==> src/hw/rtstc_pkg.sv <==
// Constants, register map and field layout of the run and shutdown control block.
package rtstc_pkg;
  localparam int DATA_W = 16;
  localparam int ADDR_W = 4;
  localparam int INT_W  = 2;

  localparam logic [ADDR_W-1:0] OFF_CONFIG_ONE = 4'h0;
  localparam logic [ADDR_W-1:0] OFF_CONFIG_TWO = 4'h1;
  localparam logic [ADDR_W-1:0] OFF_STATUS     = 4'h2;
  localparam logic [ADDR_W-1:0] OFF_BIT_WORD   = 4'h3;
  localparam logic [ADDR_W-1:0] OFF_INT_PEND   = 4'h4;
  localparam logic [ADDR_W-1:0] OFF_INT_MASK   = 4'h5;

  localparam int SCOPE_BIT       = 12;
  localparam int TTSEL_LSB       = 9;
  localparam int RUN_BIT         = 8;
  localparam int AUTO_SD_DIS_BIT = 4;
  localparam int STAT_APF_BIT    = 0;
  localparam int STAT_RUN_BIT    = 1;
  localparam int BITW_TX_LSB     = 0;
  localparam int BITW_RX_LSB     = 2;
  localparam int INT_APF         = 0;
  localparam int INT_SHUTDOWN    = 1;

  localparam logic        SCOPE_RESET       = 1'b0;
  localparam logic [2:0]  TTSEL_RESET       = 3'h0;
  localparam logic        RUN_RESET         = 1'b0;
  localparam logic        AUTO_SD_DIS_RESET = 1'b0;
  localparam logic [INT_W-1:0] MASK_RESET   = 2'h0;

  localparam logic [2:0] TT_OFF = 3'h0;
  localparam logic [2:0] TT_EXT = 3'h1;
  localparam logic [2:0] TT_2US = 3'h2;
  localparam logic [2:0] TT_4US = 3'h3;

  localparam int CLK_PERIOD_NS     = 100;
  localparam int TT_BASE_PERIOD_NS = 2000;
  localparam logic [4:0] TT_BASE_CYCLES = 5'(TT_BASE_PERIOD_NS / CLK_PERIOD_NS);
  localparam logic [4:0] TT_BASE_LAST   = TT_BASE_CYCLES - 5'h1;
endpackage

==> src/hw/rtstc_irq_if.sv <==
// Interface between the control logic and its interrupt status block.
interface rtstc_irq_if import rtstc_pkg::*; ();
  logic [INT_W-1:0] event_set;
  logic [INT_W-1:0] clear_ones;
  logic [INT_W-1:0] mask_wdata;
  logic             mask_we;
  logic [INT_W-1:0] pending;
  logic [INT_W-1:0] mask;
  logic             irq;
  modport ctrl (output event_set, clear_ones, mask_wdata, mask_we,
                input pending, mask, irq);
  modport flags (input event_set, clear_ones, mask_wdata, mask_we,
                 output pending, mask, irq);
endinterface

==> src/hw/rtstc_irq.sv <==
// Sticky interrupt status with write-one-to-clear, mask and level output.
module rtstc_irq import rtstc_pkg::*; (
  input  wire logic   clk_i,
  input  wire logic   reset_i,
  rtstc_irq_if.flags  irq_b
);
  typedef struct packed {
    logic [INT_W-1:0] pending;
    logic [INT_W-1:0] mask;
    logic             irq;
  } rtstc_irq_state_t;

  rtstc_irq_state_t s_reg;
  rtstc_irq_state_t s_next;

  always_comb begin
    s_next = s_reg;
    // A new event outranks a clear written in the same cycle.
    s_next.pending = (s_reg.pending & ~irq_b.clear_ones) | irq_b.event_set;
    if (irq_b.mask_we) begin
      s_next.mask = irq_b.mask_wdata;
    end
    s_next.irq = |(s_next.pending & s_next.mask);
  end

  always_ff @(posedge clk_i) begin
    if (reset_i) begin
      s_reg <= '{pending: '0, mask: MASK_RESET, irq: 1'b0};
    end else begin
      s_reg <= s_next;
    end
  end

  assign irq_b.pending = s_reg.pending;
  assign irq_b.mask    = s_reg.mask;
  assign irq_b.irq     = s_reg.irq;

  property p_event_sticks;
    @(posedge clk_i) disable iff (reset_i)
      irq_b.event_set[INT_APF] |=> irq_b.pending[INT_APF]
        ##1 (irq_b.pending[INT_APF] || $past(irq_b.clear_ones[INT_APF]));
  endproperty
  a_event_sticks: assert property (p_event_sticks) else $error("apf pending lost");
endmodule

==> src/hw/rtstc_tick_gen.sv <==
// Time-tag counter clock enable from the external pin or an internal divider.
module rtstc_tick_gen import rtstc_pkg::*; (
  input  wire logic       clk_i,
  input  wire logic       reset_i,
  input  wire logic [2:0] sel_i,
  input  wire logic       ext_clk_i,
  output logic            tick_o
);
  typedef struct packed {
    logic [4:0] base_cnt;
    logic [4:0] prescale;
    logic       ext_prev;
    logic       tick;
  } rtstc_tick_state_t;

  rtstc_tick_state_t s_reg;
  rtstc_tick_state_t s_next;
  logic              base_tick;
  logic [4:0]        pmask;

  always_comb begin
    s_next          = s_reg;
    s_next.ext_prev = ext_clk_i;
    base_tick       = (s_reg.base_cnt == TT_BASE_LAST);
    // Codes 2..7 divide the 2 us base by 1, 2, 4, 8, 16 and 32.
    pmask           = 5'((6'h1 << (sel_i - TT_2US)) - 6'h1);
    s_next.tick     = 1'b0;
    if (sel_i == TT_OFF) begin
      s_next.base_cnt = 5'h0;
      s_next.prescale = 5'h0;
    end else begin
      s_next.base_cnt = base_tick ? 5'h0 : s_reg.base_cnt + 5'h1;
      if (base_tick) begin
        s_next.prescale = s_reg.prescale + 5'h1;
      end
      case (sel_i)
        TT_EXT: s_next.tick = ext_clk_i & ~s_reg.ext_prev;
        default: s_next.tick = base_tick && ((s_reg.prescale & pmask) == 5'h0);
      endcase
    end
  end

  always_ff @(posedge clk_i) begin
    if (reset_i) begin
      s_reg <= '0;
    end else begin
      s_reg <= s_next;
    end
  end

  assign tick_o = s_reg.tick;

  property p_tt_off;
    @(posedge clk_i) disable iff (reset_i) (sel_i == TT_OFF) |=> !tick_o;
  endproperty
  a_tt_off: assert property (p_tt_off) else $error("tick while disabled");
  property p_tt_ext;
    @(posedge clk_i) disable iff (reset_i)
      (sel_i == TT_EXT && ext_clk_i && !$past(ext_clk_i)) |=> tick_o;
  endproperty
  a_tt_ext: assert property (p_tt_ext) else $error("external edge missed");
  property p_tt_2us;
    @(posedge clk_i) disable iff (reset_i)
      (tick_o && sel_i == TT_2US) |-> ##20 (tick_o || sel_i != TT_2US);
  endproperty
  a_tt_2us: assert property (p_tt_2us) else $error("2 us period wrong");
  property p_tt_4us;
    @(posedge clk_i) disable iff (reset_i)
      (tick_o && sel_i == TT_4US)
        |-> ##20 (!tick_o || sel_i != TT_4US) ##20 (tick_o || sel_i != TT_4US);
  endproperty
  a_tt_4us: assert property (p_tt_4us) else $error("4 us period wrong");
endmodule

==> src/hw/rtstc_top.sv <==
// Run enable, shutdown scope and time-tag clock control with its register port.
// How it works
// - Scope one: shutdown command mutes transmitter only.
// - Muted bus still receives; never transmits there.
// - Built-in test word shows shutdown state.
// - Clock select bits 11:9, code 0 stops.
// - Code 1 counts external time-tag clock pin.
// - Other codes give 2 to 64 us clocks.
// - Run bit 8 starts and stops terminal.
// - Address parity error blocks run despite bit.
// - Parity error sets status and pending flags.
// - Master reset clears run bit.
// - Scope zero: shutdown disables transmitter and receiver.
module rtstc_top import rtstc_pkg::*; (
  input  wire logic              clk_i,
  input  wire logic              reset_i,
  input  wire logic [ADDR_W-1:0] addr_i,
  input  wire logic [DATA_W-1:0] wdata_i,
  input  wire logic              wr_i,
  input  wire logic              rd_i,
  output logic      [DATA_W-1:0] rdata_o,
  input  wire logic [4:0]        terminal_address_i,
  input  wire logic              terminal_address_parity_i,
  input  wire logic              shutdown_cmd_i,
  input  wire logic              override_cmd_i,
  input  wire logic              cmd_bus_i,
  input  wire logic              timetag_ext_clock_pin_i,
  output logic                   timetag_tick_o,
  output logic                   run_o,
  output logic      [1:0]        tx_enable_o,
  output logic      [1:0]        rx_enable_o,
  output logic                   irq_o
);
  typedef struct packed {
    logic              shutdown_scope_select;
    logic [2:0]        timetag_clock_select;
    logic              run_enable;
    logic              auto_shutdown_disable;
    logic [1:0]        tx_off;
    logic [1:0]        rx_off;
    logic              address_parity_fail_flag;
    logic              run_prev;
    logic              run;
    logic [1:0]        tx_en;
    logic [1:0]        rx_en;
    logic [DATA_W-1:0] rdata;
  } rtstc_state_t;

  rtstc_state_t     s_reg;
  rtstc_state_t     s_next;
  rtstc_irq_if      irq_b ();
  logic             run_rise;
  logic             parity_bad;
  logic             auto_active;
  logic             sd_evt;
  logic             apf_evt;
  logic             wr_cfg1;
  logic             wr_cfg2;
  logic [INT_W-1:0] evt_vec;

  // Decode of the register port; each write is a single strobe cycle.
  assign wr_cfg1 = wr_i && (addr_i == OFF_CONFIG_ONE);
  assign wr_cfg2 = wr_i && (addr_i == OFF_CONFIG_TWO);

  // The automatic shutdown machinery only works while the disable option is zero.
  assign auto_active = ~s_reg.auto_shutdown_disable;

  // The address with its parity bit must carry odd parity to be accepted.
  assign parity_bad = ~(^{terminal_address_i, terminal_address_parity_i});
  assign run_rise   = s_reg.run_enable & ~s_reg.run_prev;

  assign sd_evt  = shutdown_cmd_i && auto_active;
  assign apf_evt = run_rise && parity_bad;

  always_comb begin
    evt_vec               = '0;
    evt_vec[INT_APF]      = apf_evt;
    evt_vec[INT_SHUTDOWN] = sd_evt;
  end

  always_comb begin
    s_next          = s_reg;
    s_next.run_prev = s_reg.run_enable;

    // Configuration register one.
    if (wr_cfg1) begin
      s_next.shutdown_scope_select = wdata_i[SCOPE_BIT];
      s_next.timetag_clock_select  = wdata_i[TTSEL_LSB +: 3];
      s_next.run_enable            = wdata_i[RUN_BIT];
    end

    // Configuration register two holds only the shutdown option bit here.
    if (wr_cfg2) begin
      s_next.auto_shutdown_disable = wdata_i[AUTO_SD_DIS_BIT];
    end

    // The parity check is made once, on the cycle after the run bit rises,
    // and the failure stands until software drops the run bit again.
    if (!s_reg.run_enable) begin
      s_next.address_parity_fail_flag = 1'b0;
    end else if (apf_evt) begin
      s_next.address_parity_fail_flag = 1'b1;
    end

    // Terminal runs only while enabled and the address was accepted.
    s_next.run = s_reg.run_enable && !s_next.address_parity_fail_flag;

    // An override command re-enables the named bus; a shutdown in the same
    // cycle is applied after it and so wins.
    if (override_cmd_i && auto_active) begin
      s_next.tx_off[cmd_bus_i] = 1'b0;
      s_next.rx_off[cmd_bus_i] = 1'b0;
    end
    if (sd_evt) begin
      s_next.tx_off[cmd_bus_i] = 1'b1;
      if (!s_reg.shutdown_scope_select) begin
        s_next.rx_off[cmd_bus_i] = 1'b1;
      end
    end

    // With the option turned off the host governs the buses itself.
    if (!auto_active) begin
      s_next.tx_off = 2'h0;
      s_next.rx_off = 2'h0;
    end

    // A muted bus keeps its receiver, so commands on it are still taken
    // and stored, while no status or data can leave on that bus.
    s_next.tx_en = ~s_next.tx_off;
    s_next.rx_en = ~s_next.rx_off;

    // Read data stand for exactly one cycle after the strobe.
    s_next.rdata = '0;
    if (rd_i) begin
      case (addr_i)
        OFF_CONFIG_ONE: begin
          s_next.rdata[SCOPE_BIT]          = s_reg.shutdown_scope_select;
          s_next.rdata[TTSEL_LSB +: 3]     = s_reg.timetag_clock_select;
          s_next.rdata[RUN_BIT]            = s_reg.run_enable;
        end
        OFF_CONFIG_TWO: begin
          s_next.rdata[AUTO_SD_DIS_BIT]    = s_reg.auto_shutdown_disable;
        end
        OFF_STATUS: begin
          s_next.rdata[STAT_APF_BIT]       = s_reg.address_parity_fail_flag;
          s_next.rdata[STAT_RUN_BIT]       = s_reg.run;
        end
        OFF_BIT_WORD: begin
          if (auto_active) begin
            s_next.rdata[BITW_TX_LSB +: 2] = s_reg.tx_off;
            s_next.rdata[BITW_RX_LSB +: 2] = s_reg.rx_off;
          end
        end
        OFF_INT_PEND: s_next.rdata = DATA_W'(irq_b.pending);
        OFF_INT_MASK: s_next.rdata = DATA_W'(irq_b.mask);
        default:      s_next.rdata = '0;
      endcase
    end
  end

  always_ff @(posedge clk_i) begin
    if (reset_i) begin
      s_reg                          <= '0;
      s_reg.shutdown_scope_select    <= SCOPE_RESET;
      s_reg.timetag_clock_select     <= TTSEL_RESET;
      s_reg.run_enable               <= RUN_RESET;
      s_reg.auto_shutdown_disable    <= AUTO_SD_DIS_RESET;
      s_reg.tx_en                    <= 2'h3;
      s_reg.rx_en                    <= 2'h3;
    end else begin
      s_reg <= s_next;
    end
  end

  // Interrupt status block; software clears pending bits by writing ones.
  assign irq_b.event_set  = evt_vec;
  assign irq_b.clear_ones = (wr_i && addr_i == OFF_INT_PEND) ? wdata_i[INT_W-1:0] : '0;
  assign irq_b.mask_we    = wr_i && (addr_i == OFF_INT_MASK);
  assign irq_b.mask_wdata = wdata_i[INT_W-1:0];

  rtstc_irq u_irq (
    .clk_i   (clk_i),
    .reset_i (reset_i),
    .irq_b   (irq_b)
  );

  rtstc_tick_gen u_tick (
    .clk_i     (clk_i),
    .reset_i   (reset_i),
    .sel_i     (s_reg.timetag_clock_select),
    .ext_clk_i (timetag_ext_clock_pin_i),
    .tick_o    (timetag_tick_o)
  );

  assign rdata_o     = s_reg.rdata;
  assign run_o       = s_reg.run;
  assign tx_enable_o = s_reg.tx_en;
  assign rx_enable_o = s_reg.rx_en;
  assign irq_o       = irq_b.irq;

  property p_mute_tx_only;
    @(posedge clk_i) disable iff (reset_i)
      (shutdown_cmd_i && auto_active && s_reg.shutdown_scope_select && !override_cmd_i)
        |=> ##1 (!tx_enable_o[$past(cmd_bus_i, 2)] && rx_enable_o == $past(rx_enable_o, 2));
  endproperty
  a_mute_tx_only: assert property (p_mute_tx_only) else $error("mute not tx only");

  property p_muted_keeps_rx;
    @(posedge clk_i) disable iff (reset_i)
      (s_reg.tx_off != 2'h0 && s_reg.rx_off == 2'h0 && !(sd_evt && !s_reg.shutdown_scope_select))
        |=> rx_enable_o == 2'h3;
  endproperty
  a_muted_keeps_rx: assert property (p_muted_keeps_rx) else $error("muted bus rx lost");

  property p_full_shutdown;
    @(posedge clk_i) disable iff (reset_i)
      (shutdown_cmd_i && auto_active && !s_reg.shutdown_scope_select)
        |=> ##1 (!tx_enable_o[$past(cmd_bus_i, 2)] && !rx_enable_o[$past(cmd_bus_i, 2)]);
  endproperty
  a_full_shutdown: assert property (p_full_shutdown) else $error("bus not shut down");

  property p_bit_word_gated;
    @(posedge clk_i) disable iff (reset_i)
      (rd_i && addr_i == OFF_BIT_WORD && !auto_active) |=> rdata_o == '0;
  endproperty
  a_bit_word_gated: assert property (p_bit_word_gated) else $error("bit word not gated");

  property p_run_follows;
    @(posedge clk_i) disable iff (reset_i)
      (wr_cfg1 && !wdata_i[RUN_BIT]) |=> ##1 !run_o;
  endproperty
  a_run_follows: assert property (p_run_follows) else $error("run did not stop");

  property p_parity_blocks;
    @(posedge clk_i) disable iff (reset_i)
      apf_evt |=> (!run_o && s_reg.run_enable) until !s_reg.run_enable;
  endproperty
  a_parity_blocks: assert property (p_parity_blocks) else $error("ran with bad parity");

  property p_parity_flags;
    @(posedge clk_i) disable iff (reset_i)
      apf_evt |=> (s_reg.address_parity_fail_flag && irq_b.pending[INT_APF]);
  endproperty
  a_parity_flags: assert property (p_parity_flags) else $error("parity flags not set");

  property p_reset_stops;
    @(posedge clk_i) reset_i |=> (!s_reg.run_enable && !run_o);
  endproperty
  a_reset_stops: assert property (p_reset_stops) else $error("reset left run set");

  // The checks below tie the register port, run control and bus enables together.
  property p_reset_buses;
    @(posedge clk_i)
      reset_i |=> (tx_enable_o == 2'h3 && rx_enable_o == 2'h3);
  endproperty
  a_reset_buses: assert property (p_reset_buses) else $error("buses off after reset");

  property p_reset_config;
    @(posedge clk_i)
      reset_i |=> (s_reg.timetag_clock_select == TTSEL_RESET && !s_reg.shutdown_scope_select);
  endproperty
  a_reset_config: assert property (p_reset_config) else $error("config not reset");

  property p_run_starts;
    @(posedge clk_i) disable iff (reset_i)
      (run_rise && !parity_bad) |=> run_o;
  endproperty
  a_run_starts: assert property (p_run_starts) else $error("run did not start");

  property p_run_needs_enable;
    @(posedge clk_i) disable iff (reset_i)
      run_o |-> $past(s_reg.run_enable);
  endproperty
  a_run_needs_enable: assert property (p_run_needs_enable) else $error("run without bit");

  property p_flag_blocks_run;
    @(posedge clk_i) disable iff (reset_i)
      s_reg.address_parity_fail_flag |=> !run_o;
  endproperty
  a_flag_blocks_run: assert property (p_flag_blocks_run) else $error("ran while flagged");

  property p_flag_needs_enable;
    @(posedge clk_i) disable iff (reset_i)
      s_reg.address_parity_fail_flag |-> $past(s_reg.run_enable);
  endproperty
  a_flag_needs_enable: assert property (p_flag_needs_enable) else $error("stale flag");

  property p_good_parity_clean;
    @(posedge clk_i) disable iff (reset_i)
      (run_rise && !parity_bad) |=> !s_reg.address_parity_fail_flag;
  endproperty
  a_good_parity_clean: assert property (p_good_parity_clean) else $error("false flag");

  property p_cfg_write;
    @(posedge clk_i) disable iff (reset_i)
      wr_cfg1 |=> (s_reg.timetag_clock_select == $past(wdata_i[TTSEL_LSB +: 3])
                   && s_reg.run_enable == $past(wdata_i[RUN_BIT]));
  endproperty
  a_cfg_write: assert property (p_cfg_write) else $error("config write lost");

  property p_scope_write;
    @(posedge clk_i) disable iff (reset_i)
      wr_cfg1 |=> s_reg.shutdown_scope_select == $past(wdata_i[SCOPE_BIT]);
  endproperty
  a_scope_write: assert property (p_scope_write) else $error("scope write lost");

  property p_cfg_read;
    @(posedge clk_i) disable iff (reset_i)
      (rd_i && addr_i == OFF_CONFIG_ONE)
        |=> (rdata_o[TTSEL_LSB +: 3] == $past(s_reg.timetag_clock_select)
             && rdata_o[RUN_BIT] == $past(s_reg.run_enable));
  endproperty
  a_cfg_read: assert property (p_cfg_read) else $error("config read wrong");

  property p_status_read;
    @(posedge clk_i) disable iff (reset_i)
      (rd_i && addr_i == OFF_STATUS)
        |=> (rdata_o[STAT_RUN_BIT] == $past(run_o)
             && rdata_o[STAT_APF_BIT] == $past(s_reg.address_parity_fail_flag));
  endproperty
  a_status_read: assert property (p_status_read) else $error("status read wrong");

  property p_bit_word_read;
    @(posedge clk_i) disable iff (reset_i)
      (rd_i && addr_i == OFF_BIT_WORD && auto_active)
        |=> (rdata_o[BITW_TX_LSB +: 2] == ~$past(tx_enable_o)
             && rdata_o[BITW_RX_LSB +: 2] == ~$past(rx_enable_o));
  endproperty
  a_bit_word_read: assert property (p_bit_word_read) else $error("bit word wrong");

  property p_shutdown_pending;
    @(posedge clk_i) disable iff (reset_i)
      sd_evt |=> irq_b.pending[INT_SHUTDOWN];
  endproperty
  a_shutdown_pending: assert property (p_shutdown_pending) else $error("no shutdown flag");

  property p_option_off_enables;
    @(posedge clk_i) disable iff (reset_i)
      !auto_active |=> (tx_enable_o == 2'h3 && rx_enable_o == 2'h3);
  endproperty
  a_option_off_enables: assert property (p_option_off_enables) else $error("bus left off");

  property p_scope_keeps_rx;
    @(posedge clk_i) disable iff (reset_i)
      (sd_evt && s_reg.shutdown_scope_select && !override_cmd_i)
        |=> rx_enable_o == $past(rx_enable_o);
  endproperty
  a_scope_keeps_rx: assert property (p_scope_keeps_rx) else $error("receiver changed");

  property p_irq_level;
    @(posedge clk_i) disable iff (reset_i)
      irq_o == |(irq_b.pending & irq_b.mask);
  endproperty
  a_irq_level: assert property (p_irq_level) else $error("irq level wrong");
endmodule

==> config.mk <==
export PLATFORM = sky130hd
export DESIGN_NAME = rtstc_top
export DESIGN_NICKNAME = d
export VERILOG_FILES = /design/src/hw/rtstc_pkg.sv /design/src/hw/rtstc_irq_if.sv /design/src/hw/rtstc_irq.sv /design/src/hw/rtstc_tick_gen.sv /design/src/hw/rtstc_top.sv
export SDC_FILE = /design/constraint.sdc
export NUM_CORES = 1
export LEC_CHECK = 0
export CAP_MARGIN = 15
export CORE_ASPECT_RATIO = 0.75
export CORE_MARGIN = 2
export CORE_UTILIZATION = 60
export CTS_CLUSTER_DIAMETER = 30
export CTS_CLUSTER_SIZE = 40
export DETAILED_ROUTE_END_ITERATION = 12
export DONT_BUFFER_PORTS = 1
export GPL_TIMING_DRIVEN = 0
export PLACE_DENSITY = 0.76
export SYNTH_ARGS = -nofsm -noshare
export SYNTH_HDL_FRONTEND = slang
export SYNTH_SLANG_ARGS = --single-unit
==> constraint.sdc <==
create_clock -name clk_i -period 3.14 [get_ports clk_i]
set_input_delay 0.314 -clock clk_i [delete_from_list [all_inputs] [get_ports clk_i]]
set_output_delay 0.314 -clock clk_i [all_outputs]
set_load 0.02 [all_outputs]
==> impl_metrics.xml <==
<?xml version="1.0" encoding="UTF-8"?>
<metrics>
  <group name="clock_network">
    <metric name="cts.clk_slew.worst_paths" unit="ns">0.08</metric>
    <metric name="ctsResizeCount" unit="">0</metric>
    <metric name="clock_insertion_delay_worst_skew" unit="ns">0.29</metric>
    <metric name="post_cts.repair.setup_buffers" unit="">0</metric>
    <metric name="clock_tree_from_tritoncts" unit="">yes</metric>
    <metric name="cts_inserted_buffers" unit="">5</metric>
    <metric name="cts-root-to-sink-buffers" unit="">2</metric>
    <metric name="cts_hold_buf" unit="">0</metric>
    <metric name="number_of_sinks_driven_by_the_clock_tree" unit="">44</metric>
    <metric name="h-tree-depth" unit="">2</metric>
    <metric name="master_cell_of_the_clock_root_buffer" unit="">clkbuf_8</metric>
  </group>
  <group name="worst_hold_path">
    <metric name="worstHoldEndpoint" unit="">s_reg[29]$_SDFFE_PP0P_</metric>
    <metric name="worst_hold_path_type" unit="">input port to flop</metric>
    <metric name="hold_path.startpoint" unit="">wdata_i[9]</metric>
    <metric name="whs_path_depth" unit="">2</metric>
  </group>
  <group name="global_route">
    <metric name="grt_first_pass_wirelength" unit="µm">6510</metric>
    <metric name="grt_start_max_net_pins" unit="">13</metric>
    <metric name="antenna_found_initial" unit="">0</metric>
    <metric name="first_global_vias" unit="">1413</metric>
    <metric name="overall_global_routing_usage" unit="">0.223</metric>
    <metric name="global_route.overflow_total" unit="">0</metric>
  </group>
  <group name="sta">
    <metric name="worst-slew-pin-transition" unit="ns">0.604</metric>
    <metric name="timing.final.hold_violations" unit="">0</metric>
    <metric name="relative_max_transition_margin" unit="">0.597</metric>
    <metric name="final_max_slew_viol_count" unit="">0</metric>
    <metric name="fmaxAchievable" unit="MHz">487</metric>
    <metric name="fin_ws" unit="ns">1.09</metric>
    <metric name="grt_setup_unrepaired" unit="">no</metric>
    <metric name="final.period_utilization" unit="">0.654</metric>
    <metric name="fin_tns_setup" unit="ns">0</metric>
    <metric name="worst_clock_skew" unit="ns">0.00855</metric>
    <metric name="setup_viol" unit="">0</metric>
    <metric name="fin_crit" unit="ns">2.05</metric>
  </group>
  <group name="critical_path">
    <metric name="r2r.worst_path.cells" unit="">8</metric>
    <metric name="cp_peak_stage_delay" unit="ns">0.42</metric>
    <metric name="required_time_at_the_endpoint_of_the_critical_path" unit="ns">3.36</metric>
    <metric name="setup.worst_path.end_class" unit="">flop</metric>
    <metric name="worstPathArrival" unit="ns">2.28</metric>
    <metric name="cpMaxStageDelayCell" unit="">a2111o_1</metric>
    <metric name="critical_register_to_register_path_startpoint" unit="">s_reg[30]$_SDFFE_PP0P_</metric>
    <metric name="crit_path_start_kind" unit="">flop</metric>
    <metric name="worst_r2r_endpoint" unit="">u_tick.tick_o$_SDFF_PP0_</metric>
    <metric name="critPathKind" unit="">flop to flop</metric>
    <metric name="r2r_slack" unit="ns">1.09</metric>
    <metric name="critical_path_peak_fanout" unit="">10</metric>
    <metric name="crit_chain" unit="">buf_2 -&gt; inv_1 -&gt; or3_1 -&gt; ha_1 -&gt; a21oi_1 -&gt; nand3b_1 -&gt; a2111o_1 -&gt; a22oi_1</metric>
  </group>
  <group name="drt">
    <metric name="drt_first_pass_iters" unit="">4</metric>
    <metric name="drt_drc_violations_left" unit="">0</metric>
    <metric name="route.detailed.vias_per_inst" unit="">5.56</metric>
    <metric name="wire_per_inst" unit="µm">14.9</metric>
    <metric name="drt_iter0_markers" unit="">128</metric>
    <metric name="route.vias.total" unit="">1496</metric>
    <metric name="routed_wirelength" unit="µm">4020</metric>
    <metric name="postRouteAntennaNets" unit="">0</metric>
  </group>
  <group name="pwr">
    <metric name="power.switching_fraction" unit="">0.230</metric>
    <metric name="share_clk_of_total_power" unit="">0.336</metric>
    <metric name="power_per_cell_area" unit="nW/µm²">453</metric>
    <metric name="power_leakage" unit="µW">0.000839</metric>
    <metric name="pwr-share-comb" unit="">0.081</metric>
    <metric name="internal_power_contribution" unit="µW">757</metric>
    <metric name="p_sw" unit="µW">226</metric>
    <metric name="ir_drop" unit="mV">0.270</metric>
    <metric name="seqPwrFrac" unit="">0.583</metric>
  </group>
  <group name="yosys">
    <metric name="post_synthesis_instance_area" unit="µm²">2030</metric>
    <metric name="netlist_instances" unit="">217</metric>
    <metric name="synth.avg_cell_area" unit="µm²">9.33</metric>
    <metric name="synth_enable_flop_cells" unit="">0</metric>
    <metric name="yosysUniqueCellTypes" unit="">44</metric>
    <metric name="ys_ff_latch" unit="">44</metric>
    <metric name="synth_warnings" unit="">0</metric>
    <metric name="yosysSeqAreaShare" unit="">0.435</metric>
    <metric name="synth_async_sr_flop_share" unit="">0</metric>
    <metric name="synth-main-ff-cell" unit="">dfxtp_1</metric>
  </group>
  <group name="placed_design">
    <metric name="gp_routability_congestion" unit="">0.806</metric>
    <metric name="buffer_ports.inserted" unit="">0</metric>
    <metric name="place_ws" unit="ns">1.14</metric>
    <metric name="dp.final_hpwl" unit="µm">3040</metric>
  </group>
  <group name="floorplan">
    <metric name="fp.dieArea" unit="µm²">3860</metric>
    <metric name="dieHeight" unit="µm">54.3</metric>
    <metric name="io-pin-count" unit="">57</metric>
    <metric name="core" unit="µm²">3270</metric>
    <metric name="placementRows" unit="">18</metric>
    <metric name="initial_core_util" unit="">0.620</metric>
    <metric name="fp.dieW" unit="µm">71.1</metric>
  </group>
  <group name="cells_and_area">
    <metric name="multi_input_area" unit="µm²">931</metric>
    <metric name="diodes" unit="">0</metric>
    <metric name="layout_overhead_on_the_synthesized_area" unit="%">7.23</metric>
    <metric name="final.fill_count" unit="">268</metric>
    <metric name="drive_above_1_share" unit="">0.162</metric>
    <metric name="design.final.nets" unit="">266</metric>
    <metric name="ff_latch_area" unit="µm²">881</metric>
  </group>
  <group name="job">
    <metric name="cap_viol_max_count" unit="">0</metric>
  </group>
  <group name="status">
    <metric name="outcome" unit="">completed</metric>
  </group>
</metrics>
## worst max-delay path, delay by kind of cell, from the launching register on
| kind | cells | cell delay (ns) |
|---|---|---|
| AO/OA/AOI/OAI | 3 | 0.73 |
| adder cells (fa/ha/maj) | 1 | 0.25 |
| buffers and inverters | 2 | 0.28 |
| flip-flops | 1 | 0.33 |
| AND/OR/NAND/NOR | 2 | 0.40 |
## area by class of cell
class                           count  area share
Buffer                             31      0.0933
Clock buffer                        6      0.0334
Clock inverter                      1     0.00230
Inverter                            8      0.0138
Multi-Input combinational cell    139       0.429
Sequential cell                    44       0.406
Tap cell                           40      0.0230
## cell usage in the layout (no fill, tap or decap), types with 6 or more instances in the layout
cell,synthesis,layout
nand2_1,11,11
conb_1,1,6
a22oi_1,6,6
clkbuf_1,7,8
dfxtp_1,44,44
and2_1,7,7
nor2b_1,7,7
buf_4,20,20
nor2_1,15,15
nand3_1,11,11
a21oi_1,9,9
inv_1,8,8
## cells in the mapped netlist (2+ instances only)
master    number  area (µm²)
a21boi_0       2        15.0
a21oi_1        9        45.0
a22oi_1        6        45.0
a32oi_1        2        17.5
and2_1         7        43.8
buf_2          3        15.0
buf_4         20         150
clkbuf_1       7        26.3
dfxtp_1       44         881
ha_1           3        37.5
inv_1          8        30.0
mux2i_1        5        50.1
nand2_1       11        41.3
nand2b_1       3        18.8
nand3_1       11        55.1
nand3b_1       5        37.5
nand4_1        2        12.5
nor2_1        15        56.3
nor2b_1        7        43.8
nor3_1         5        25.0
nor3b_1        5        37.5
o21ai_0        3        15.0
o21bai_1       2        15.0
or3_1          5        31.3
xnor2_1        5        43.8
xor2_1         4        35.0
## worst max-delay path by stage
stage                               end              startpoint  cells after the start
6_report       u_tick.tick_o$_SDFF_PP0_  s_reg[30]$_SDFFE_PP0P_                      8
5_1_grt        u_tick.tick_o$_SDFF_PP0_  s_reg[30]$_SDFFE_PP0P_                      8
4_1_cts        u_tick.tick_o$_SDFF_PP0_  s_reg[30]$_SDFFE_PP0P_                      8
3_5_place_dp   u_tick.tick_o$_SDFF_PP0_  s_reg[30]$_SDFFE_PP0P_                      8
3_3_place_gp   u_tick.tick_o$_SDFF_PP0_  s_reg[30]$_SDFFE_PP0P_                      8
2_1_floorplan  u_tick.tick_o$_SDFF_PP0_  s_reg[30]$_SDFFE_PP0P_                      8
## per-stage QoR
stage	power, µW	area (µm²)	util	hold WS, ns	cells
detailed placement	664	2090	0.641	0.451	262
global route	1010	2170	0.665	0.172	269
global placement	662	2090	0.641	0.444	262
finish	983	2170	0.665	0.167	269
floorplan	653	2040	-	0.422	222
CTS	987	2170	0.665	0.164	269
## power by group through the flow
stage / registers, µW / clock network (µW) / logic [µW]
after floorplan: 585 / 0 / 68.3
after CTS: 573 / 335 / 78.8
after global placement: 586 / 0 / 76.6
after detailed placement: 586 / 0 / 78.0
after global routing: 574 / 350 / 86.9
final: 573 / 330 / 79.6
## routing by layer
| layer | GRT usage | up-vias | part of all wire | wire length (µm) |
|---|---|---|---|---|
| li1 | - | 743 | - | - |
| met1 | 0.265 | 675 | 0.42 | 1710 |
| met2 | 0.399 | 74 | 0.48 | 1940 |
| met3 | 0.0589 | 4 | 0.087 | 348 |
| met4 | 0.0818 | 0 | 0.0057 | 23 |
| met5 | 0 | - | 0 | 0 |
## logic make-up (layout without fill, tap and decap cells)
logic type / after synthesis / after routing / share of synthesized area
other cells: 1 / 6 / 0.00185
compound gates: 30 / 30 / 0.105
xor+xnor: 10 / 10 / 0.0500
fa+ha+maj: 3 / 3 / 0.0185
flops: 44 / 44 / 0.435
simple gates: 84 / 84 / 0.245
buf+inv: 39 / 46 / 0.115
mux: 6 / 6 / 0.0303
Note: power is estimated with default switching activity, not from simulation.
